==> src/logic/tbsc_pkg.sv <==
package tbsc_pkg;
    // Anticollision states, Gray coded along the usual path
    typedef enum logic [2:0] {
        ST_POWER_OFF = 3'h0,
        ST_IDLE = 3'h1,
        ST_WAITING = 3'h3,
        ST_READY = 3'h2,
        ST_ACTIVE = 3'h6,
        ST_HALT = 3'h7
    } tbsc_state_t;

    // Decoded command codes from the frame decoder
    typedef enum logic [2:0] {
        CMD_NONE = 3'h0,
        CMD_REQ_WUP = 3'h1,
        CMD_SLOT_MARKER = 3'h2,
        CMD_ATTRIB = 3'h3,
        CMD_HLTB = 3'h4,
        CMD_DESELECT = 3'h5,
        CMD_BLOCK = 3'h6,
        CMD_OTHER = 3'h7
    } tbsc_cmd_t;

    // Response kinds requested from the framer
    typedef enum logic [1:0] {
        RSP_NONE = 2'h0,
        RSP_ATQB = 2'h1,
        RSP_HALT_ACK = 2'h2,
        RSP_ATTRIB_ACK = 2'h3
    } tbsc_rsp_t;

    // One decoded request
    typedef struct packed {
        tbsc_cmd_t cmd;
        logic [7:0] family_code;
        logic [7:0] param;
        logic [7:0] slot_byte;
        logic [3:0] card_number;
        logic id_match;
    } tbsc_req_t;

    // Request parameter byte fields
    localparam int PARAM_WUPB_BIT = 3;
    localparam int PARAM_N_LSB = 0;
    localparam int PARAM_N_W = 3;
    localparam logic [2:0] N_CODE_MAX = 3'h4;
    // Slot marker byte layout
    localparam logic [3:0] SLOT_MARKER_LOW = 4'h5;
    localparam int SLOT_NUM_LSB = 4;
    // Family code matching
    localparam logic [7:0] FAMILY_ANY = 8'h00;
    localparam logic [3:0] FAMILY_LOW_WILD = 4'h0;
    // Reset values and LFSR taps
    localparam logic [3:0] CARD_NUMBER_RST = 4'h0;
    localparam logic [3:0] SLOT_PICK_RST = 4'h0;
    localparam logic [15:0] LFSR_SEED = 16'hace1;
    localparam logic [15:0] LFSR_TAPS = 16'hb400;
endpackage

==> src/logic/tbsc_slot_draw.sv <==
`timescale 1ns/100ps
`default_nettype none
// Free-running LFSR; a draw is masked to 0..N-1 plus one, giving uniform 1..N with slot 16 held as 0 in four bits
module tbsc_slot_draw
    import tbsc_pkg::*;
(
    input wire logic clk_in,
    input wire logic rst_in,
    input wire logic ce_in,
    input wire logic [2:0] n_code_in,
    output logic [3:0] pick_out
);
    logic [15:0] lfsr_r;
    logic [15:0] lfsr_nxt;
    logic [3:0] mask;

    // Galois step every enabled cycle so the draw depends on command timing
    always_comb
    begin
        lfsr_nxt = {1'b0, lfsr_r[15:1]} ^ (lfsr_r[0] ? LFSR_TAPS : 16'h0000);
    end

    always_ff @(posedge clk_in)
    begin
        if (rst_in)
            lfsr_r <= LFSR_SEED;
        else if (ce_in)
            lfsr_r <= lfsr_nxt;
    end

    // Power of two slot counts make masking exact, no modulo bias
    always_comb
    begin
        unique case (n_code_in)
            3'h0: mask = 4'h0;
            3'h1: mask = 4'h1;
            3'h2: mask = 4'h3;
            3'h3: mask = 4'h7;
            default: mask = 4'hf;
        endcase
        pick_out = (lfsr_r[3:0] & mask) + 4'h1;
    end
endmodule // tbsc_slot_draw
`default_nettype wire

==> src/logic/tbsc_state_ctrl.sv <==
`timescale 1ns/100ps
`default_nettype none
module tbsc_state_ctrl
    import tbsc_pkg::*;
(
    input wire logic REF_CLK_IN,
    input wire logic RST_IN,
    input wire logic CE_IN,
    input wire logic FIELD_PRESENT_IN,
    input wire logic REQ_VALID_IN,
    input wire tbsc_req_t REQ_IN,
    input wire logic [7:0] OWN_FAMILY_CODE_IN,
    input wire logic [31:0] OWN_PSEUDO_UNIQUE_ID_IN,
    input wire logic [3:0] OWN_MAX_BUFFER_LENGTH_INDEX_IN,
    input wire logic [7:0] PROTO_INFO_BYTE1_LOW_IN,
    output tbsc_state_t STATE_OUT,
    output logic RSP_VALID_OUT,
    output tbsc_rsp_t RSP_KIND_OUT,
    output logic [31:0] RSP_PSEUDO_UNIQUE_ID_OUT,
    output logic [7:0] RSP_PROTO_INFO_BYTE1_OUT,
    output logic BLOCK_ACCEPT_OUT,
    output logic [3:0] CARD_NUMBER_OUT,
    output logic [3:0] SLOT_PICK_OUT
);
    tbsc_state_t state_r;
    tbsc_state_t state_nxt;
    logic [3:0] card_number_r;
    logic [3:0] slot_pick_r;
    logic rsp_valid_r;
    tbsc_rsp_t rsp_kind_r;
    tbsc_rsp_t rsp_nxt;
    logic [31:0] rsp_id_r;
    logic [7:0] rsp_info_r;
    logic block_accept_r;
    logic [3:0] fresh_pick;
    logic [2:0] n_code;
    logic is_wupb;
    logic family_ok;
    logic n_ok;
    logic req_hit;
    logic wup_hit;
    logic slot_hit;
    logic bypass;
    logic take_pick;
    logic take_card;
    logic attrib_hit;
    logic halt_hit;
    logic deselect_hit;
    logic family_any;
    logic family_nibble;
    tbsc_state_t req_target;

    // Request parameter decode
    assign n_code = REQ_IN.param[PARAM_N_LSB +: PARAM_N_W];
    assign is_wupb = REQ_IN.param[PARAM_WUPB_BIT];
    // Reserved slot codes are treated as not a valid request
    assign n_ok = (n_code <= N_CODE_MAX);

    // Wildcard forms of the requested family code
    assign family_any = (REQ_IN.family_code == FAMILY_ANY);
    assign family_nibble = (REQ_IN.family_code[3:0] == FAMILY_LOW_WILD);

    // Family code matching with the two wildcard forms
    always_comb
    begin
        if (family_any)
            family_ok = 1'b1;
        else if (family_nibble)
            family_ok = (REQ_IN.family_code[7:4] == OWN_FAMILY_CODE_IN[7:4]);
        else
            family_ok = (REQ_IN.family_code == OWN_FAMILY_CODE_IN);
    end

    // Random pick for this request
    tbsc_slot_draw u_draw (
        .clk_in(REF_CLK_IN),
        .rst_in(RST_IN),
        .ce_in(CE_IN),
        .n_code_in(n_code),
        .pick_out(fresh_pick)
    );

    // Command qualifiers
    assign req_hit = REQ_VALID_IN && (REQ_IN.cmd == CMD_REQ_WUP) && n_ok;
    assign wup_hit = req_hit && is_wupb;
    // Slot code nnnn maps to slot nnnn+1, so compare against pick-1
    assign slot_hit = REQ_VALID_IN && (REQ_IN.cmd == CMD_SLOT_MARKER)
        && (REQ_IN.slot_byte[3:0] == SLOT_MARKER_LOW)
        && (REQ_IN.slot_byte[SLOT_NUM_LSB +: 4] != 4'h0)
        && (REQ_IN.slot_byte[SLOT_NUM_LSB +: 4] == slot_pick_r - 4'h1);
    assign bypass = (n_code == 3'h0) || (fresh_pick == 4'h1);

    // Identifier compare is left to the frame decoder, seen here as one flag
    assign attrib_hit = REQ_VALID_IN && REQ_IN.id_match
        && (REQ_IN.cmd == CMD_ATTRIB);
    assign halt_hit = REQ_VALID_IN && REQ_IN.id_match
        && (REQ_IN.cmd == CMD_HLTB);
    // Card number compare uses the stored value, zero until an ATTRIB lands
    assign deselect_hit = REQ_VALID_IN && (REQ_IN.cmd == CMD_DESELECT)
        && (REQ_IN.card_number == card_number_r);

    // Outcome of an accepted REQB or WUPB
    always_comb
    begin
        if (!family_ok)
            req_target = ST_IDLE;
        else if (bypass)
            req_target = ST_READY;
        else
            req_target = ST_WAITING;
    end

    // Next state and response selection
    always_comb
    begin
        state_nxt = state_r;
        rsp_nxt = RSP_NONE;
        take_pick = 1'b0;
        take_card = 1'b0;
        if (!FIELD_PRESENT_IN)
        begin
            state_nxt = ST_POWER_OFF;
        end
        else
        begin
            unique case (state_r)
                ST_POWER_OFF:
                begin
                    state_nxt = ST_IDLE;
                end
                ST_IDLE:
                begin
                    // Mismatch in idle leaves things as they were
                    if (req_hit && family_ok)
                    begin
                        state_nxt = req_target;
                        take_pick = 1'b1;
                    end
                end
                ST_WAITING:
                begin
                    // Only requests and slot markers are heard here
                    if (req_hit)
                    begin
                        state_nxt = req_target;
                        take_pick = 1'b1;
                    end
                    else if (slot_hit)
                    begin
                        // Pick is kept, the reader may ask again later
                        state_nxt = ST_READY;
                    end
                end
                ST_READY:
                begin
                    // A repeated request re-runs the draw and may leave ready
                    if (req_hit)
                    begin
                        state_nxt = req_target;
                        take_pick = 1'b1;
                    end
                    else if (attrib_hit)
                    begin
                        state_nxt = ST_ACTIVE;
                        take_card = 1'b1;
                        rsp_nxt = RSP_ATTRIB_ACK;
                    end
                    else if (halt_hit)
                    begin
                        state_nxt = ST_HALT;
                        rsp_nxt = RSP_HALT_ACK;
                    end
                end
                ST_HALT:
                begin
                    // A parked tag must be woken, a plain request is dropped
                    if (wup_hit)
                    begin
                        state_nxt = req_target;
                        take_pick = 1'b1;
                    end
                end
                ST_ACTIVE:
                begin
                    // Block frames pass through untouched, only deselect counts
                    if (deselect_hit)
                    begin
                        state_nxt = ST_HALT;
                        rsp_nxt = RSP_HALT_ACK;
                    end
                end
                default:
                begin
                    state_nxt = ST_IDLE;
                end
            endcase
            // Any arrival in ready announces itself, whatever the path
            if (state_nxt == ST_READY && state_r != ST_READY)
                rsp_nxt = RSP_ATQB;
            else if (state_nxt == ST_READY && take_pick)
                rsp_nxt = RSP_ATQB;
        end
    end

    // Anticollision state
    always_ff @(posedge REF_CLK_IN)
    begin
        if (RST_IN)
            state_r <= ST_POWER_OFF;
        else if (CE_IN)
            state_r <= state_nxt;
    end

    // Slot pick, lost with the field
    always_ff @(posedge REF_CLK_IN)
    begin
        if (RST_IN)
            slot_pick_r <= SLOT_PICK_RST;
        else if (CE_IN)
        begin
            if (!FIELD_PRESENT_IN)
                slot_pick_r <= SLOT_PICK_RST;
            else if (take_pick)
                slot_pick_r <= fresh_pick;
        end
    end

    // Card number assigned by ATTRIB
    always_ff @(posedge REF_CLK_IN)
    begin
        if (RST_IN)
            card_number_r <= CARD_NUMBER_RST;
        else if (CE_IN)
        begin
            if (!FIELD_PRESENT_IN)
                card_number_r <= CARD_NUMBER_RST;
            else if (take_card)
                card_number_r <= REQ_IN.card_number;
        end
    end

    // Response request, a one cycle pulse for the framer
    always_ff @(posedge REF_CLK_IN)
    begin
        if (RST_IN)
            rsp_valid_r <= 1'b0;
        else if (CE_IN)
            rsp_valid_r <= (rsp_nxt != RSP_NONE);
    end

    // Response kind, valid with the pulse only; it returns to RSP_NONE on the next enabled cycle
    always_ff @(posedge REF_CLK_IN)
    begin
        if (RST_IN)
            rsp_kind_r <= RSP_NONE;
        else if (CE_IN)
            rsp_kind_r <= rsp_nxt;
    end

    // ATQB payload, loaded only with an ATQB so it stays stable otherwise
    always_ff @(posedge REF_CLK_IN)
    begin
        if (RST_IN)
        begin
            rsp_id_r <= 32'h0000_0000;
            rsp_info_r <= 8'h00;
        end
        else if (CE_IN)
        begin
            if (rsp_nxt == RSP_ATQB)
            begin
                rsp_id_r <= OWN_PSEUDO_UNIQUE_ID_IN;
                rsp_info_r <= {PROTO_INFO_BYTE1_LOW_IN[7:4],
                    OWN_MAX_BUFFER_LENGTH_INDEX_IN};
            end
        end
    end

    // Block protocol gate, sampled with the state it belongs to
    always_ff @(posedge REF_CLK_IN)
    begin
        if (RST_IN)
            block_accept_r <= 1'b0;
        else if (CE_IN)
            block_accept_r <= (state_nxt == ST_ACTIVE);
    end

    assign STATE_OUT = state_r;
    assign RSP_VALID_OUT = rsp_valid_r;
    assign RSP_KIND_OUT = rsp_kind_r;
    assign RSP_PSEUDO_UNIQUE_ID_OUT = rsp_id_r;
    assign RSP_PROTO_INFO_BYTE1_OUT = rsp_info_r;
    assign BLOCK_ACCEPT_OUT = block_accept_r;
    assign CARD_NUMBER_OUT = card_number_r;
    assign SLOT_PICK_OUT = slot_pick_r;
endmodule // tbsc_state_ctrl
`default_nettype wire

==> config.mk <==
export PLATFORM = sky130hd
export DESIGN_NAME = tbsc_state_ctrl
export DESIGN_NICKNAME = d
export VERILOG_FILES = /design/src/logic/tbsc_pkg.sv /design/src/logic/tbsc_slot_draw.sv /design/src/logic/tbsc_state_ctrl.sv
export SDC_FILE = /design/constraint.sdc
export NUM_CORES = 1
export LEC_CHECK = 0
export BUFFER_PORTS_ARGS = -buffer_cell sky130_fd_sc_hd__buf_2
export CORE_UTILIZATION = 37
export CTS_BUF_LIST = sky130_fd_sc_hd__clkbuf_16
export DETAILED_ROUTE_END_ITERATION = 6
export GPL_TIMING_DRIVEN = 0
export HOLD_SLACK_MARGIN = 0.03
export SYNTH_ARGS = -nofsm -noshare
export SYNTH_HDL_FRONTEND = slang
export SYNTH_SLANG_ARGS = --single-unit
==> constraint.sdc <==
create_clock -name REF_CLK_IN -period 4.5 [get_ports REF_CLK_IN]
set_input_delay 0 -clock REF_CLK_IN [delete_from_list [all_inputs] [get_ports REF_CLK_IN]]
set_output_delay 0 -clock REF_CLK_IN [all_outputs]
set_load 0.01 [all_outputs]
### Word-level counts from Yosys, hierarchy flattened

Index checks and enable logic that the tools add are counted.

* register bits after elaboration: 71
* bits in latches: 0
* bits in writable memories: 0
* memory bits (read-only): 0
* input port bits: 89
* memories kept: 0

* add/subtract/negate cells: 2
* multiply operators: 0
* div/mod/pow operators: 0
* order comparisons: 1
* equal/unequal tests: 25
* shift operators: 0
* mux-type cells: 39
* bitwise operators: 2
* reduce and logical (&&, ||, !) cells: 25

Operator list (number)
* 3-bit 2-to-1 mux: 10
* 3-bit by 2-bit equality test with 1-bit output (second input constant): 7
* 16-bit 2-to-1 mux: 1
* 2-bit 2-to-1 mux: 8
* 4-bit 2-to-1 mux: 4
* 4-bit case mux with 4 select lines: 1
* 15-bit by 16-bit XOR with 16-bit output: 1
* 3-bit equality test (second input constant): 5
* 1-bit logical AND: 15
* 3-bit case mux with 5 select lines: 1
* 4-bit equality test: 3
* 1-bit 2-to-1 mux: 12
* 3-bit by 1-bit equality test with 1-bit output (second input constant): 3
* 8-bit equality test: 1
* 8-bit logical NOT: 1
* 2-bit AND reduction: 3
* 4-bit by 1-bit adder with 4-bit output (second input constant): 1
* 4-bit bitwise AND: 1
* 4-bit by 1-bit equality test with 1-bit output (second input constant): 1
* 4-bit by 3-bit equality test with 1-bit output (second input constant): 1
* 4-bit logical NOT: 1
* 2-bit by 1-bit inequality test with 1-bit output (second input constant): 2
* 2-bit case mux with 2 select lines: 1
* 4-bit nonzero test: 1
* other kinds (9): 9

### Depth between registers and ports, before layout

Gate-level depths: netlist of run 1.

* depth in word-level cells: 18
* gate-level depth with buffers: 11

### Modules after synthesis

A second synthesis of run 1 with hierarchy kept.

* cell total of the unflattened synthesis: 397
* area total of the unflattened synthesis: 3475.8 µm²

Modules (own cells, without submodules)
* tbsc_state_ctrl: instances 1, cells an instance 325, area an instance 2750.1 µm²
* tbsc_slot_draw: instances 1, cells an instance 72, area an instance 725.7 µm²

### Least setup slack after synthesis of run 1

No wires, ideal clock.

* kind: register to register
* from: register slot_pick_r[0] (netlist: SLOT_PICK_OUT[0])
* to: register block_accept_r (netlist: BLOCK_ACCEPT_OUT)
* setup time: 0.128 ns
* arrival: 2.015 ns
* setup slack: 2.358 ns
* cell stages (with the launch flop): 9
* cell sequence: dfxtp_1 -> inv_1 -> ha_1 -> nor3b_1 -> o2111a_1 -> o211ai_1 -> clkbuf_1 -> a2bb2oi_1 -> nor2_1

* word-level cells in the longest chain between the ends: 9

RTL lines
* start, declared: line tbsc_state_ctrl.sv:28 `logic [3:0] slot_pick_r;`
* start signal, assigned: line tbsc_state_ctrl.sv:224 `slot_pick_r <= fresh_pick;`
* 4-bit by 1-bit subtractor with 4-bit output: line tbsc_state_ctrl.sv:90 `&& (REQ_IN.slot_byte[SLOT_NUM_LSB +: 4] == slot_pick_r - 4'h1);`
* 4-bit equality test: line tbsc_state_ctrl.sv:90
* 1-bit logical AND: line tbsc_state_ctrl.sv:90
* 3-bit 2-to-1 mux: line tbsc_state_ctrl.sv:148 `else if (slot_hit)`
* 3-bit 2-to-1 mux: line tbsc_state_ctrl.sv:143 `if (req_hit)`
* 3-bit case mux with 5 select lines: line tbsc_state_ctrl.sv:126 `unique case (state_r)`
* 3-bit 2-to-1 mux (2 in series): line tbsc_state_ctrl.sv:120 `if (!FIELD_PRESENT_IN)`
* 3-bit equality test: line tbsc_state_ctrl.sv:285 `block_accept_r <= (state_nxt == ST_ACTIVE);`
* end signal, assigned: line tbsc_state_ctrl.sv:285
* end, declared: line tbsc_state_ctrl.sv:34 `logic block_accept_r;`

Every way passes these cells. The select of a mux whose other input is x is not followed.
A chain may end at the register's enable or synchronous reset.

### Worst setup path after layout of run 1

* from: register u_draw.lfsr_r[0]
* to: register rsp_id_r[16] (netlist: RSP_PSEUDO_UNIQUE_ID_OUT[16])

* word-level cells in the longest chain between the ends: 16

RTL lines
* start, declared: line tbsc_slot_draw.sv:13 `logic [15:0] lfsr_r;`
* start signal, assigned: line tbsc_slot_draw.sv:28 `lfsr_r <= lfsr_nxt;`
* 4-bit bitwise AND (*): line tbsc_slot_draw.sv:41 `pick_out = (lfsr_r[3:0] & mask) + 4'h1;`
* 4-bit by 1-bit adder with 4-bit output (*): line tbsc_slot_draw.sv:41
* 4-bit by 1-bit equality test with 1-bit output (*): line tbsc_state_ctrl.sv:91 `assign bypass = (n_code == 3'h0) || (fresh_pick == 4'h1);`
* 1-bit logical OR (*): line tbsc_state_ctrl.sv:91
* 1-bit 2-to-1 mux (*): line tbsc_state_ctrl.sv:107 `else if (bypass)`
* 2-bit 2-to-1 mux (*): line tbsc_state_ctrl.sv:105 `if (!family_ok)`
* 3-bit 2-to-1 mux (on tied branches)
* 3-bit case mux with 5 select lines (*): line tbsc_state_ctrl.sv:126
* 3-bit 2-to-1 mux (*): line tbsc_state_ctrl.sv:120
* 3-bit by 2-bit equality test with 1-bit output (*): line tbsc_state_ctrl.sv:198, tbsc_state_ctrl.sv:200
* 1-bit logical AND: line tbsc_state_ctrl.sv:200 `else if (state_nxt == ST_READY && take_pick)`
* 2-bit 2-to-1 mux: line tbsc_state_ctrl.sv:200
* 2-bit 2-to-1 mux (*): line tbsc_state_ctrl.sv:198 `if (state_nxt == ST_READY && state_r != ST_READY)`
* 2-bit 2-to-1 mux (*): line tbsc_state_ctrl.sv:120
* 2-bit by 1-bit equality test with 1-bit output (*): line tbsc_state_ctrl.sv:270 `if (rsp_nxt == RSP_ATQB)`
* 2-bit AND reduction (no source line) (*)
* end signal, assigned: line tbsc_state_ctrl.sv:265 `rsp_id_r <= 32'h0000_0000;`
* end signal, assigned: line tbsc_state_ctrl.sv:272 `rsp_id_r <= OWN_PSEUDO_UNIQUE_ID_IN;`
* end, declared: line tbsc_state_ctrl.sv:32 `logic [31:0] rsp_id_r;`

Every way passes the cells marked *; elsewhere a longest branch is shown, timed or not. The select of a mux whose other input is x is not followed.

==> impl_metrics.json, run 1 <==
{
  "io_buffer_count": 134,
  "cts-resized-gates": 0,
  "antenna_found_initial": 0,
  "dieHeight_um": 100,
  "status": "finished, final reports clean",
  "post-route-period-util": 0.563,
  "postRouteAntennaNets": 0,
  "fin_cells": 730,
  "final_cell_mix": "buf_2, dfxtp_1, a21oi_1",
  "p_int_mw": 1.17,
  "p_sw_uw": 416,
  "num_rows": 35,
  "synth.distinct_cells": 56,
  "setup_tns_ns": 0,
  "hold_viol_final": 0,
  "die_area_mm2": 0.0100,
  "cp.required_ns": 4.70,
  "synth.top_cells.by_area": "dfxtp_1, o31ai_1, nand4_1",
  "p_leak_nw": 2.11,
  "routed_via_density": 5.27,
  "fin_util": 0.552,
  "dpl.hpwl_um": 7730,
  "coreArea_mm2": 0.00928,
  "drt-initial-drc-count": 114,
  "cp_cell_sequence": "clkbuf_1 -> nand2b_1 -> inv_1 -> ha_1 -> nor2b_1 -> a32oi_1 -> a41oi_1 -> o21a_4 -> buf_6 -> o31ai_1 -> a21oi_1",
  "path_delay_family": "compound AO/OA/AOI/OAI gates",
  "die_x_um": 100,
  "grt_max_degree": 14,
  "insertion_delay_ns": 0.34,
  "rsz0062_at_grt": "false",
  "gp_congestion": 0.792,
  "drive_gt1_frac": 0.283,
  "placedCellCount": 670,
  "multi_input_area_mm2": 0.00191,
  "clk_transition_reported_paths_ns": 0.06,
  "drcViolationCount": 0,
  "yosysSeqAreaShare": 0.400,
  "wl_per_cell_um": 15.3,
  "skew_ns": 0.00987,
  "grt_pass1_wl_um": 17400,
  "start_util": 0.383,
  "via_count": 3848,
  "hold_ws_ns": 0.0478,
  "fin_nets": 688,
  "synth-edff-count": 0,
  "synthArstFlopShare": 0,
  "report.final.slew_viol_count": 0,
  "seqPwrFrac": 0.410,
  "cts-root-buf": "clkbuf_16",
  "p_per_area_mw_per_mm2": 310,
  "totalWireLength_um": 11200,
  "worstSetupStartpointType": "flip-flop",
  "h-tree-depth": 3,
  "cp_data_arrival_time_ns": 2.74,
  "crit_type": "flip-flop to flip-flop",
  "cts_sinks": 71,
  "io_pins": 144,
  "ys_seq_elements": 71,
  "power_frac_comb": 0.137,
  "ff_latch_area_mm2": 0.00142,
  "numCtsBuffers": 9,
  "clockBufferDepth": 2,
  "grt_use_total": 0.222,
  "relSlewSlack": 0.512,
  "syn_area_mm2": 0.00356,
  "netlist.area_leader.share": 0.400,
  "grt_pass1_vias": 3584,
  "fmax_mhz": 395,
  "ir_drop_mv": 0.204,
  "fillCellCount": 865,
  "antenna_cells": 0,
  "tightestPinTransition_ns": 0.727,
  "slowest_delay_ns": 0.32,
  "path_buf_inv": 3,
  "drtPass1Iterations": 4,
  "p_clk_frac": 0.453,
  "syn_nets": 499,
  "ys.warnings.count": 0,
  "setup_viol": 0,
  "synth_ff_type": "dfxtp_1",
  "syn_to_final_growth_pct": 44.2,
  "syn_inst": 407,
  "grt_overflow": 0,
  "critPathSlowestCell": "o31ai_1",
  "max-cap-violations": 0,
  "yosys.area.top_type": "dfxtp_1",
  "hp-class": "input port to flip-flop",
  "cts_tree": "yes",
  "syn_area_per_cell_um2": 8.74,
  "critPathCaptureType": "flip-flop",
  "switching_share": 0.262,
  "path_max_fanout": 10,
  "fin_crit_ns": 2.53,
  "layout_commonest_cell": "buf_2"
}
## state kept, by name, summed over array words and instances (netlist names)
signal                    cells
BLOCK_ACCEPT_OUT              1
CARD_NUMBER_OUT               4
RSP_KIND_OUT                  2
RSP_PROTO_INFO_BYTE1_OUT      8
RSP_PSEUDO_UNIQUE_ID_OUT     32
RSP_VALID_OUT                 1
SLOT_PICK_OUT                 4
STATE_OUT                     3
u_draw.lfsr_r                16
## power groups by stage
| stage | logic (mW) | registers [mW] | clock network [mW] |
|---|---|---|---|
| after floorplan | 0.105 | 0.667 | 0 |
| after global placement | 0.184 | 0.665 | 0 |
| after detailed placement | 0.186 | 0.666 | 0 |
| after CTS | 0.216 | 0.652 | 0.734 |
| after global routing | 0.239 | 0.653 | 0.758 |
| final | 0.219 | 0.652 | 0.720 |
## repair_timing
| item | CTS | global route |
|---|---|---|
| hold buffers | 44 | 0 |
| setup buffers | 0 | 0 |
| endpoints found under the hold margin | 44 | 0 |
## worst reg2reg max path: stages (launching register included)
cell and delay [ns]:
dfxtp_1 0.31, clkbuf_1 0.31, nand2b_1 0.17, inv_1 0.09, ha_1 0.16, nor2b_1 0.05, a32oi_1 0.22, a41oi_1 0.23
o21a_4 0.28, buf_6 0.15, o31ai_1 0.32, a21oi_1 0.10
## Yosys cell counts (6+ instances only)
cell	n
dfxtp_1	71
a21oi_1	49
nand4_1	42
o31ai_1	40
clkbuf_1	28
nor2_1	23
nand2_1	16
xnor2_1	14
a211o_1	9
nor2b_1	8
inv_1	7
mux2i_1	7
nand3_1	7
nor3_1	6
xor2_1	6
## path summary, 6_finish.rpt
| kind | start | to | slack [ns] | depth (start not counted) |
|---|---|---|---|---|
| max | u_draw.lfsr_r[0] | RSP_PSEUDO_UNIQUE_ID_OUT[16] | 1.97 | 11 |
| min | CE_IN | u_draw.lfsr_r[5] | 0.05 | 3 |
| max reg2reg | u_draw.lfsr_r[0] | RSP_PSEUDO_UNIQUE_ID_OUT[16] | 1.97 | 11 |
| min reg2reg | u_draw.lfsr_r[6] | u_draw.lfsr_r[5] | 0.46 | 1 |
## per-layer routing
metal	part of all wire	track usage	vias to the layer above
li1	-	-	1920
met1	0.46	0.282	1791
met2	0.47	0.375	121
met3	0.059	0.0487	16
met4	0.015	0.0691	0
met5	0	0	-
## area by class of cell
cell class              count  share of cell area
clock buffers               9              0.0439
well taps                 129              0.0315
repair buffers            178               0.217
plain buffers              39              0.0378
flip-flops and latches     71               0.277
clock inverters             7              0.0142
inverters                   8             0.00586
multi-input cells         289               0.373
## through the flow
step / area, µm² / worst slack, ns / power, mW
2_1_floorplan: 3560 / 2.36 / 0.772
3_3_place_gp: 4390 / 2.02 / 0.850
3_5_place_dp: 4390 / 1.98 / 0.852
4_1_cts: 5130 / 1.96 / 1.60
5_1_grt: 5130 / 1.72 / 1.65
6_report: 5130 / 1.97 / 1.59
## cell families after synthesis
group                      share of synthesized area
AOI/OAI and AO/OA                              0.260
xor gates and xnor gates                      0.0493
adders and majority gates                     0.0106
buffers and inverters                         0.0630
DFF                                            0.400
muxes                                         0.0197
and+or+nand+nor                                0.197
Power figures use the tool's default switching activity.
==> run 2: changes to the inputs <==
--- a/config.mk
+++ b/config.mk
@@ -5,6 +5,7 @@
 export SDC_FILE = /design/constraint.sdc
 export NUM_CORES = 1
 export LEC_CHECK = 0
+export ABC_AREA = 1
 export BUFFER_PORTS_ARGS = -buffer_cell sky130_fd_sc_hd__buf_2
 export CORE_UTILIZATION = 37
 export CTS_BUF_LIST = sky130_fd_sc_hd__clkbuf_16
==> constraint.sdc (replaced) <==
create_clock -name REF_CLK_IN -period 2.4 [get_ports REF_CLK_IN]
set_input_delay 0 -clock REF_CLK_IN [delete_from_list [all_inputs] [get_ports REF_CLK_IN]]
set_output_delay 0 -clock REF_CLK_IN [all_outputs]
set_load 0.01 [all_outputs]
==> run 2 against run 1 <==
Against the previous run:
- worst setup slack lost 1.8 ns
- register-to-register slack lost 1.8 ns
- total power grew 92%
- area after synthesis grew 2.2%
- critical endpoint is now RSP_PROTO_INFO_BYTE1_OUT[3]
- die area grew 2.1%
- flip-flop and latch count is the same
- largest cell class unchanged
- synthesized cell count grew 48%
- critical path depth grew 7
==> impl_metrics.json, run 2 <==
{
  "regToRegEndpoint": "RSP_PROTO_INFO_BYTE1_OUT[3]",
  "cp_data_arrival_time_ns": 2.53,
  "fmax_mhz": 440,
  "crit_type": "flip-flop to flip-flop",
  "cts_sinks": 71,
  "path_common_cell": "nand2_1",
  "cts_tree": "yes",
  "relSlewSlack": 0.628,
  "r2r_start": "SLOT_PICK_OUT[0]",
  "via_count": 4100,
  "ys_seq_elements": 71,
  "num_rows": 35,
  "io_buffer_count": 134,
  "grt_use_total": 0.193,
  "drt-initial-drc-count": 121,
  "ir_drop_mv": 0.355,
  "syn_area_per_cell_um2": 6.03,
  "synth.most_common_cell": "nand2_1",
  "muxShareOfSynthArea": 0,
  "synth_compound_area_frac": 0.0696,
  "worstSetupStartpointType": "flip-flop",
  "p_per_area_mw_per_mm2": 566,
  "yosysSeqAreaShare": 0.391,
  "cp.required_ns": 2.66,
  "seqPwrFrac": 0.407,
  "gp_congestion": 0.842,
  "tightestPinTransition_ns": 0.552,
  "synth-edff-count": 0,
  "reg2reg_depth": 18,
  "rrSetupSlack_ns": 0.13,
  "p_sw_uw": 738,
  "wl_per_cell_um": 10.5,
  "slowest_delay_ns": 0.38,
  "max-cap-violations": 0,
  "skew_ns": 0.00725,
  "synth_top_family_by_area": "simple AND/OR/NAND/NOR gates",
  "numCtsBuffers": 9,
  "fin_nets": 892,
  "clockBufferDepth": 2,
  "syn_nets": 695,
  "synthTopCellsByCount": "nand2_1, nor2_1, inv_1",
  "path_max_fanout": 7,
  "synth.distinct_cells": 29,
  "dpl.hpwl_um": 6570,
  "antenna_cells": 0,
  "syn_area_mm2": 0.00363,
  "die_area_mm2": 0.0102,
  "synthSimpleGateAreaFrac": 0.385,
  "p_int_mw": 2.32,
  "hp-class": "input port to flip-flop",
  "report.final.slew_viol_count": 0,
  "insertion_delay_ns": 0.32,
  "grt_pass1_vias": 3851,
  "power_frac_comb": 0.128,
  "p_clk_frac": 0.465,
  "yosys.area_share.adder": 0.0103,
  "antenna_found_initial": 0,
  "die_x_um": 101,
  "fillCellCount": 929,
  "rsz0062_at_grt": "true",
  "coreArea_mm2": 0.00937,
  "power.total_mw": 3.06,
  "syn_to_final_growth_pct": 48.9,
  "synth-xor-area-share": 0.00482,
  "status": "finished, final reports clean",
  "grt_max_degree": 14,
  "netlist.area_leader.share": 0.391,
  "postRouteAntennaNets": 0,
  "layout_commonest_cell": "nand2_1",
  "synth.top_cells.by_area": "dfxtp_1, nand2_1, nor2_1",
  "drive_gt1_frac": 0.260,
  "io_pins": 144,
  "cp_cell_sequence": "inv_4 -> ha_4 -> inv_2 -> nand2_1 -> nand2_1 -> nand2_1 -> nor2_2 -> nand2_1 -> o21bai_1 -> nand2_1 -> nand2_1 -> nand3_2 -> nor2_4 -> o211ai_4 -> buf_6 -> nand2_2 -> nand2_2 -> nor2_2",
  "syn_inst": 603,
  "hold_start": "RST_IN",
  "synthArstFlopShare": 0,
  "setup.worst_path.start": "SLOT_PICK_OUT[0]",
  "fin_util": 0.577,
  "switching_share": 0.241,
  "post-route-period-util": 0.946,
  "critPathSlowestCell": "dfxtp_4",
  "p_leak_nw": 2.99,
  "ys.warnings.count": 0,
  "start_util": 0.388,
  "drtPass1Iterations": 7,
  "h-tree-depth": 3,
  "setup_viol": 0,
  "min_path_cells": 2,
  "totalWireLength_um": 9820,
  "grt_overflow": 0,
  "dieHeight_um": 101,
  "hold_viol_final": 0,
  "yosys.area.top_type": "dfxtp_1",
  "fin_crit_ns": 2.27,
  "critPathCaptureType": "flip-flop",
  "grt_pass1_wl_um": 16000,
  "routed_via_density": 4.39,
  "synth_ff_type": "dfxtp_1",
  "final_cell_mix": "nand2_1, buf_2, nor2_1",
  "cts-root-buf": "clkbuf_16",
  "min_to": "SLOT_PICK_OUT[1]",
  "largest_reg_flops": 32,
  "clk_transition_reported_paths_ns": 0.06,
  "drcViolationCount": 0
}
run 2: changes by cell type after synthesis, moves of 11 or more:
cell / previous run / this run
a21oi_1: 49 / 20
clkbuf_1: 28 / 9
inv_1: 7 / 92
inv_2: 1 / 12
nand2_1: 16 / 200
nand4_1: 42 / 6
nor2_1: 23 / 122
o21ai_0: 4 / 15
o31ai_1: 40 / 0
xnor2_1: 14 / 1
run 2: layout make-up:
class                           count  area, µm²  share of cell area
Clock inverter                      7       96.3              0.0178
Buffer                             21        143              0.0264
Sequential cell                    71       1430               0.264
Clock buffer                        9        225              0.0416
Inverter                          106        400              0.0740
Tap cell                          129        161              0.0298
Timing Repair Buffer              185       1160               0.215
Multi-Input combinational cell    406       1790               0.331
run 2: timing repair:
item | in CTS | in global routing
resized for setup | 0 | 44
setup endpoints to repair | 0 | 42
hold buffers | 45 | 0
setup buffers | 0 | 4
endpoints found under the hold margin | 45 | 0
run 2: metal layers:
layer  track usage  vias up  wire length, µm
li1              -     2190                -
met1         0.221     1789             4360
met2         0.356      111             4790
met3        0.0492       10              548
met4        0.0457        0              117
met5             0        -                0
run 2: worst max path at each step:
stage / to / depth (start not counted)
3_3_place_gp: RSP_PSEUDO_UNIQUE_ID_OUT[26] / 17
2_1_floorplan: RSP_PROTO_INFO_BYTE1_OUT[0] / 17
6_report: RSP_PROTO_INFO_BYTE1_OUT[3] / 18
5_1_grt: RSP_PROTO_INFO_BYTE1_OUT[1] / 18
4_1_cts: RSP_PSEUDO_UNIQUE_ID_OUT[26] / 17
3_5_place_dp: RSP_PSEUDO_UNIQUE_ID_OUT[26] / 17
run 2: power groups by stage:
| stage | registers, mW | logic, mW | clock network (mW) |
|---|---|---|---|
| after floorplan | 1.28 | 0.169 | 0 |
| after global placement | 1.27 | 0.309 | 0 |
| after detailed placement | 1.27 | 0.316 | 0 |
| after CTS | 1.24 | 0.374 | 1.46 |
| after global routing | 1.25 | 0.446 | 1.50 |
| final | 1.24 | 0.392 | 1.42 |
run 2: worst max-delay path: cells and delay by family (launching register included):
family,cells,cell delay (ns)
compound gates,2,0.35
fa+ha+maj,1,0.24
buf+inv,3,0.27
flops,1,0.38
simple gates,12,0.97
run 2: per-stage QoR:
step	setup WS (ns)	instances	setup TNS, ns	hold slack, ns	instance area (µm²)
6_report	0.129	934	0	0.0756	5410
5_1_grt	-0.0798	934	-1.84	0.109	5410
4_1_cts	0.0169	927	0	0.0807	5240
3_5_place_dp	0.0346	866	0	0.234	4470
3_3_place_gp	0.0827	866	0	0.223	4470
2_1_floorplan	0.356	603	0	0.135	3630
run 2: cells by family (layout without fill, tap and decap cells):
family | count (synthesis) | after routing
buffers and inverters | 127 | 328
flip-flops | 71 | 71
adder cells (fa/ha/maj) | 3 | 3
AO/OA/AOI/OAI | 44 | 45
XOR/XNOR | 2 | 2
AND/OR/NAND/NOR | 356 | 356
==> run 3: changes to the inputs <==
--- a/config.mk
+++ b/config.mk
@@ -7,11 +7,12 @@
 export LEC_CHECK = 0
 export ABC_AREA = 1
 export BUFFER_PORTS_ARGS = -buffer_cell sky130_fd_sc_hd__buf_2
-export CORE_UTILIZATION = 37
+export CORE_UTILIZATION = 40
 export CTS_BUF_LIST = sky130_fd_sc_hd__clkbuf_16
 export DETAILED_ROUTE_END_ITERATION = 6
 export GPL_TIMING_DRIVEN = 0
 export HOLD_SLACK_MARGIN = 0.03
+export PLACE_DENSITY = 0.68
 export SYNTH_ARGS = -nofsm -noshare
 export SYNTH_HDL_FRONTEND = slang
 export SYNTH_SLANG_ARGS = --single-unit
==> run 3 against run 2 <==
Against the previous run:
- die area down 7.3%
- clock power is essentially flat
- core utilization rose by 3.3 points
- non-clock buffer count shrank 1
- first-iteration DRC count is 49% higher
- sequential share of layout area up 0.29 points
- register-to-register slack improved by 0.03 ns
- highest routed layer unchanged
- total power grew 0.97%
- largest cell class unchanged
- critical endpoint is now RSP_PSEUDO_UNIQUE_ID_OUT[0]
- sequential power barely moved
- critical path type unchanged
- final cell count down 2.4%
==> impl_metrics.json, run 3 (synthesis results as in run 2) <==
{
  "status": "finished, final reports clean",
  "dpl.hpwl_um": 6610,
  "hp-class": "input port to flip-flop",
  "r2r_start": "u_draw.lfsr_r[0]",
  "grt_pass1_wl_um": 16500,
  "fmax_mhz": 446,
  "fin_util": 0.611,
  "placedCellCount": 845,
  "coreArea_mm2": 0.00876,
  "report.final.slew_viol_count": 0,
  "p_leak_nw": 3.00,
  "layout_commonest_cell": "nand2_1",
  "num_rows": 34,
  "fin_cells": 912,
  "rsz0062_at_grt": "false",
  "gp_congestion": 0.877,
  "crit_type": "flip-flop to flip-flop",
  "path_max_fanout": 9,
  "fin_nets": 891,
  "slowest_delay_ns": 0.33,
  "routed_via_density": 4.50,
  "drt-initial-drc-count": 180,
  "numCtsBuffers": 9,
  "ir_drop_mv": 0.442,
  "grt_pass1_vias": 4016,
  "totalWireLength_um": 9920,
  "grt_max_degree": 15,
  "path_buf_inv": 4,
  "worstSetupStartpointType": "flip-flop",
  "post-route-period-util": 0.933,
  "via_count": 4105,
  "path_delay_family": "simple AND/OR/NAND/NOR gates",
  "postRouteAntennaNets": 0,
  "wl_per_cell_um": 10.9,
  "die_x_um": 97.3,
  "cp_cell_sequence": "buf_6 -> nand2_2 -> inv_1 -> ha_1 -> inv_1 -> nand3_1 -> nand2_1 -> nor2_1 -> nand2_1 -> nand2_1 -> nand2_1 -> nand2_1 -> nand3_2 -> nor2_4 -> o211ai_4 -> buf_6 -> nand2_1 -> nand2_1 -> nor2_1",
  "dieHeight_um": 97.3,
  "grt_overflow": 0,
  "cts_sinks": 71,
  "path_common_cell": "nand2_1",
  "tightestPinTransition_ns": 0.545,
  "hold_viol_final": 0,
  "regToRegEndpoint": "RSP_PSEUDO_UNIQUE_ID_OUT[0]",
  "final_cell_mix": "nand2_1, buf_2, nor2_1",
  "grt_use_total": 0.210,
  "setup_viol": 0,
  "setup_tns_ns": 0,
  "h-tree-depth": 3,
  "clk_transition_reported_paths_ns": 0.06,
  "critPathSlowestCell": "dfxtp_1",
  "cts-root-buf": "clkbuf_16",
  "antenna_found_initial": 0,
  "reg2reg_depth": 19,
  "rrSetupSlack_ns": 0.16,
  "cp.required_ns": 2.66,
  "min_to": "SLOT_PICK_OUT[1]",
  "min_path_cells": 2,
  "die_area_mm2": 0.00947,
  "io_pins": 144,
  "critPathCaptureType": "flip-flop",
  "start_util": 0.415,
  "relSlewSlack": 0.633,
  "io_buffer_count": 134,
  "clockBufferDepth": 2,
  "max-cap-violations": 0,
  "antenna_cells": 0,
  "cp_data_arrival_time_ns": 2.50,
  "fin_crit_ns": 2.24,
  "syn_to_final_growth_pct": 47.2,
  "hold_start": "RST_IN",
  "skew_ns": 0.00695,
  "insertion_delay_ns": 0.33,
  "cts_tree": "yes",
  "drive_gt1_frac": 0.240,
  "drtPass1Iterations": 4,
  "p_per_area_mw_per_mm2": 577,
  "largest_reg_flops": 32,
  "drcViolationCount": 0
}
run 3: worst max-delay path by stage:
| stage | startpoint | end | slack [ns] | depth (start not counted) |
|---|---|---|---|---|
| 6_report | u_draw.lfsr_r[0] | RSP_PSEUDO_UNIQUE_ID_OUT[0] | 0.16 | 19 |
| 3_5_place_dp | REQ_IN[14] | RSP_PSEUDO_UNIQUE_ID_OUT[6] | 0.07 | 19 |
| 5_1_grt | SLOT_PICK_OUT[0] | RSP_PSEUDO_UNIQUE_ID_OUT[1] | 0.01 | 18 |
| 4_1_cts | SLOT_PICK_OUT[0] | RSP_PSEUDO_UNIQUE_ID_OUT[0] | 0.07 | 18 |
| 2_1_floorplan | SLOT_PICK_OUT[0] | RSP_PROTO_INFO_BYTE1_OUT[0] | 0.36 | 17 |
| 3_3_place_gp | SLOT_PICK_OUT[0] | RSP_PROTO_INFO_BYTE1_OUT[7] | 0.16 | 17 |
run 3: layout make-up:
type / instances / area, µm²
fillers: 777 / 3410
multi-input cells: 406 / 1760
flip-flops and latches: 71 / 1430
repair buffers: 184 / 1150
inverters: 106 / 400
clock buffers: 9 / 225
plain buffers: 21 / 150
well taps: 108 / 135
clock inverters: 7 / 104
run 3: worst register-to-register path: cells and delay by family (launching register included):
kind | cells | cell delay (ns)
simple gates | 13 | 1.10
buf+inv | 4 | 0.43
flops | 1 | 0.33
compound gates | 1 | 0.18
fa+ha+maj | 1 | 0.14
run 3: power by group:
part           internal [mW]  switching, mW  leakage [nW]
Clock                  0.922          0.532         0.161
Combinational          0.187          0.203          2.26
Sequential              1.22         0.0250         0.580
run 3: timing repair:
item | in CTS | in global routing
setup buffers | 0 | 3
setup endpoints to repair | 0 | 41
hold endpoints to repair | 45 | 0
gates resized for setup | 0 | 29
hold buffers | 45 | 0
run 3: per-layer routing:
layer  global-route usage  up-vias  share of wire
met5                    0        -              0
met4               0.0633        0          0.012
met3               0.0640       11          0.060
met2                0.394      128           0.50
met1                0.223     1778           0.43
li1                     -     2188              -
run 3: stage by stage:
stage	cell area (µm²)	power, mW	hold WS [ns]	setup WS (ns)
finish	5350	3.09	0.0312	0.160
global route	5350	3.23	0.0405	0.0141
CTS	5220	3.10	0.0408	0.0684
detailed placement	4440	1.59	0.226	0.0681
global placement	4440	1.58	0.223	0.155
floorplan	3630	1.45	0.135	0.356
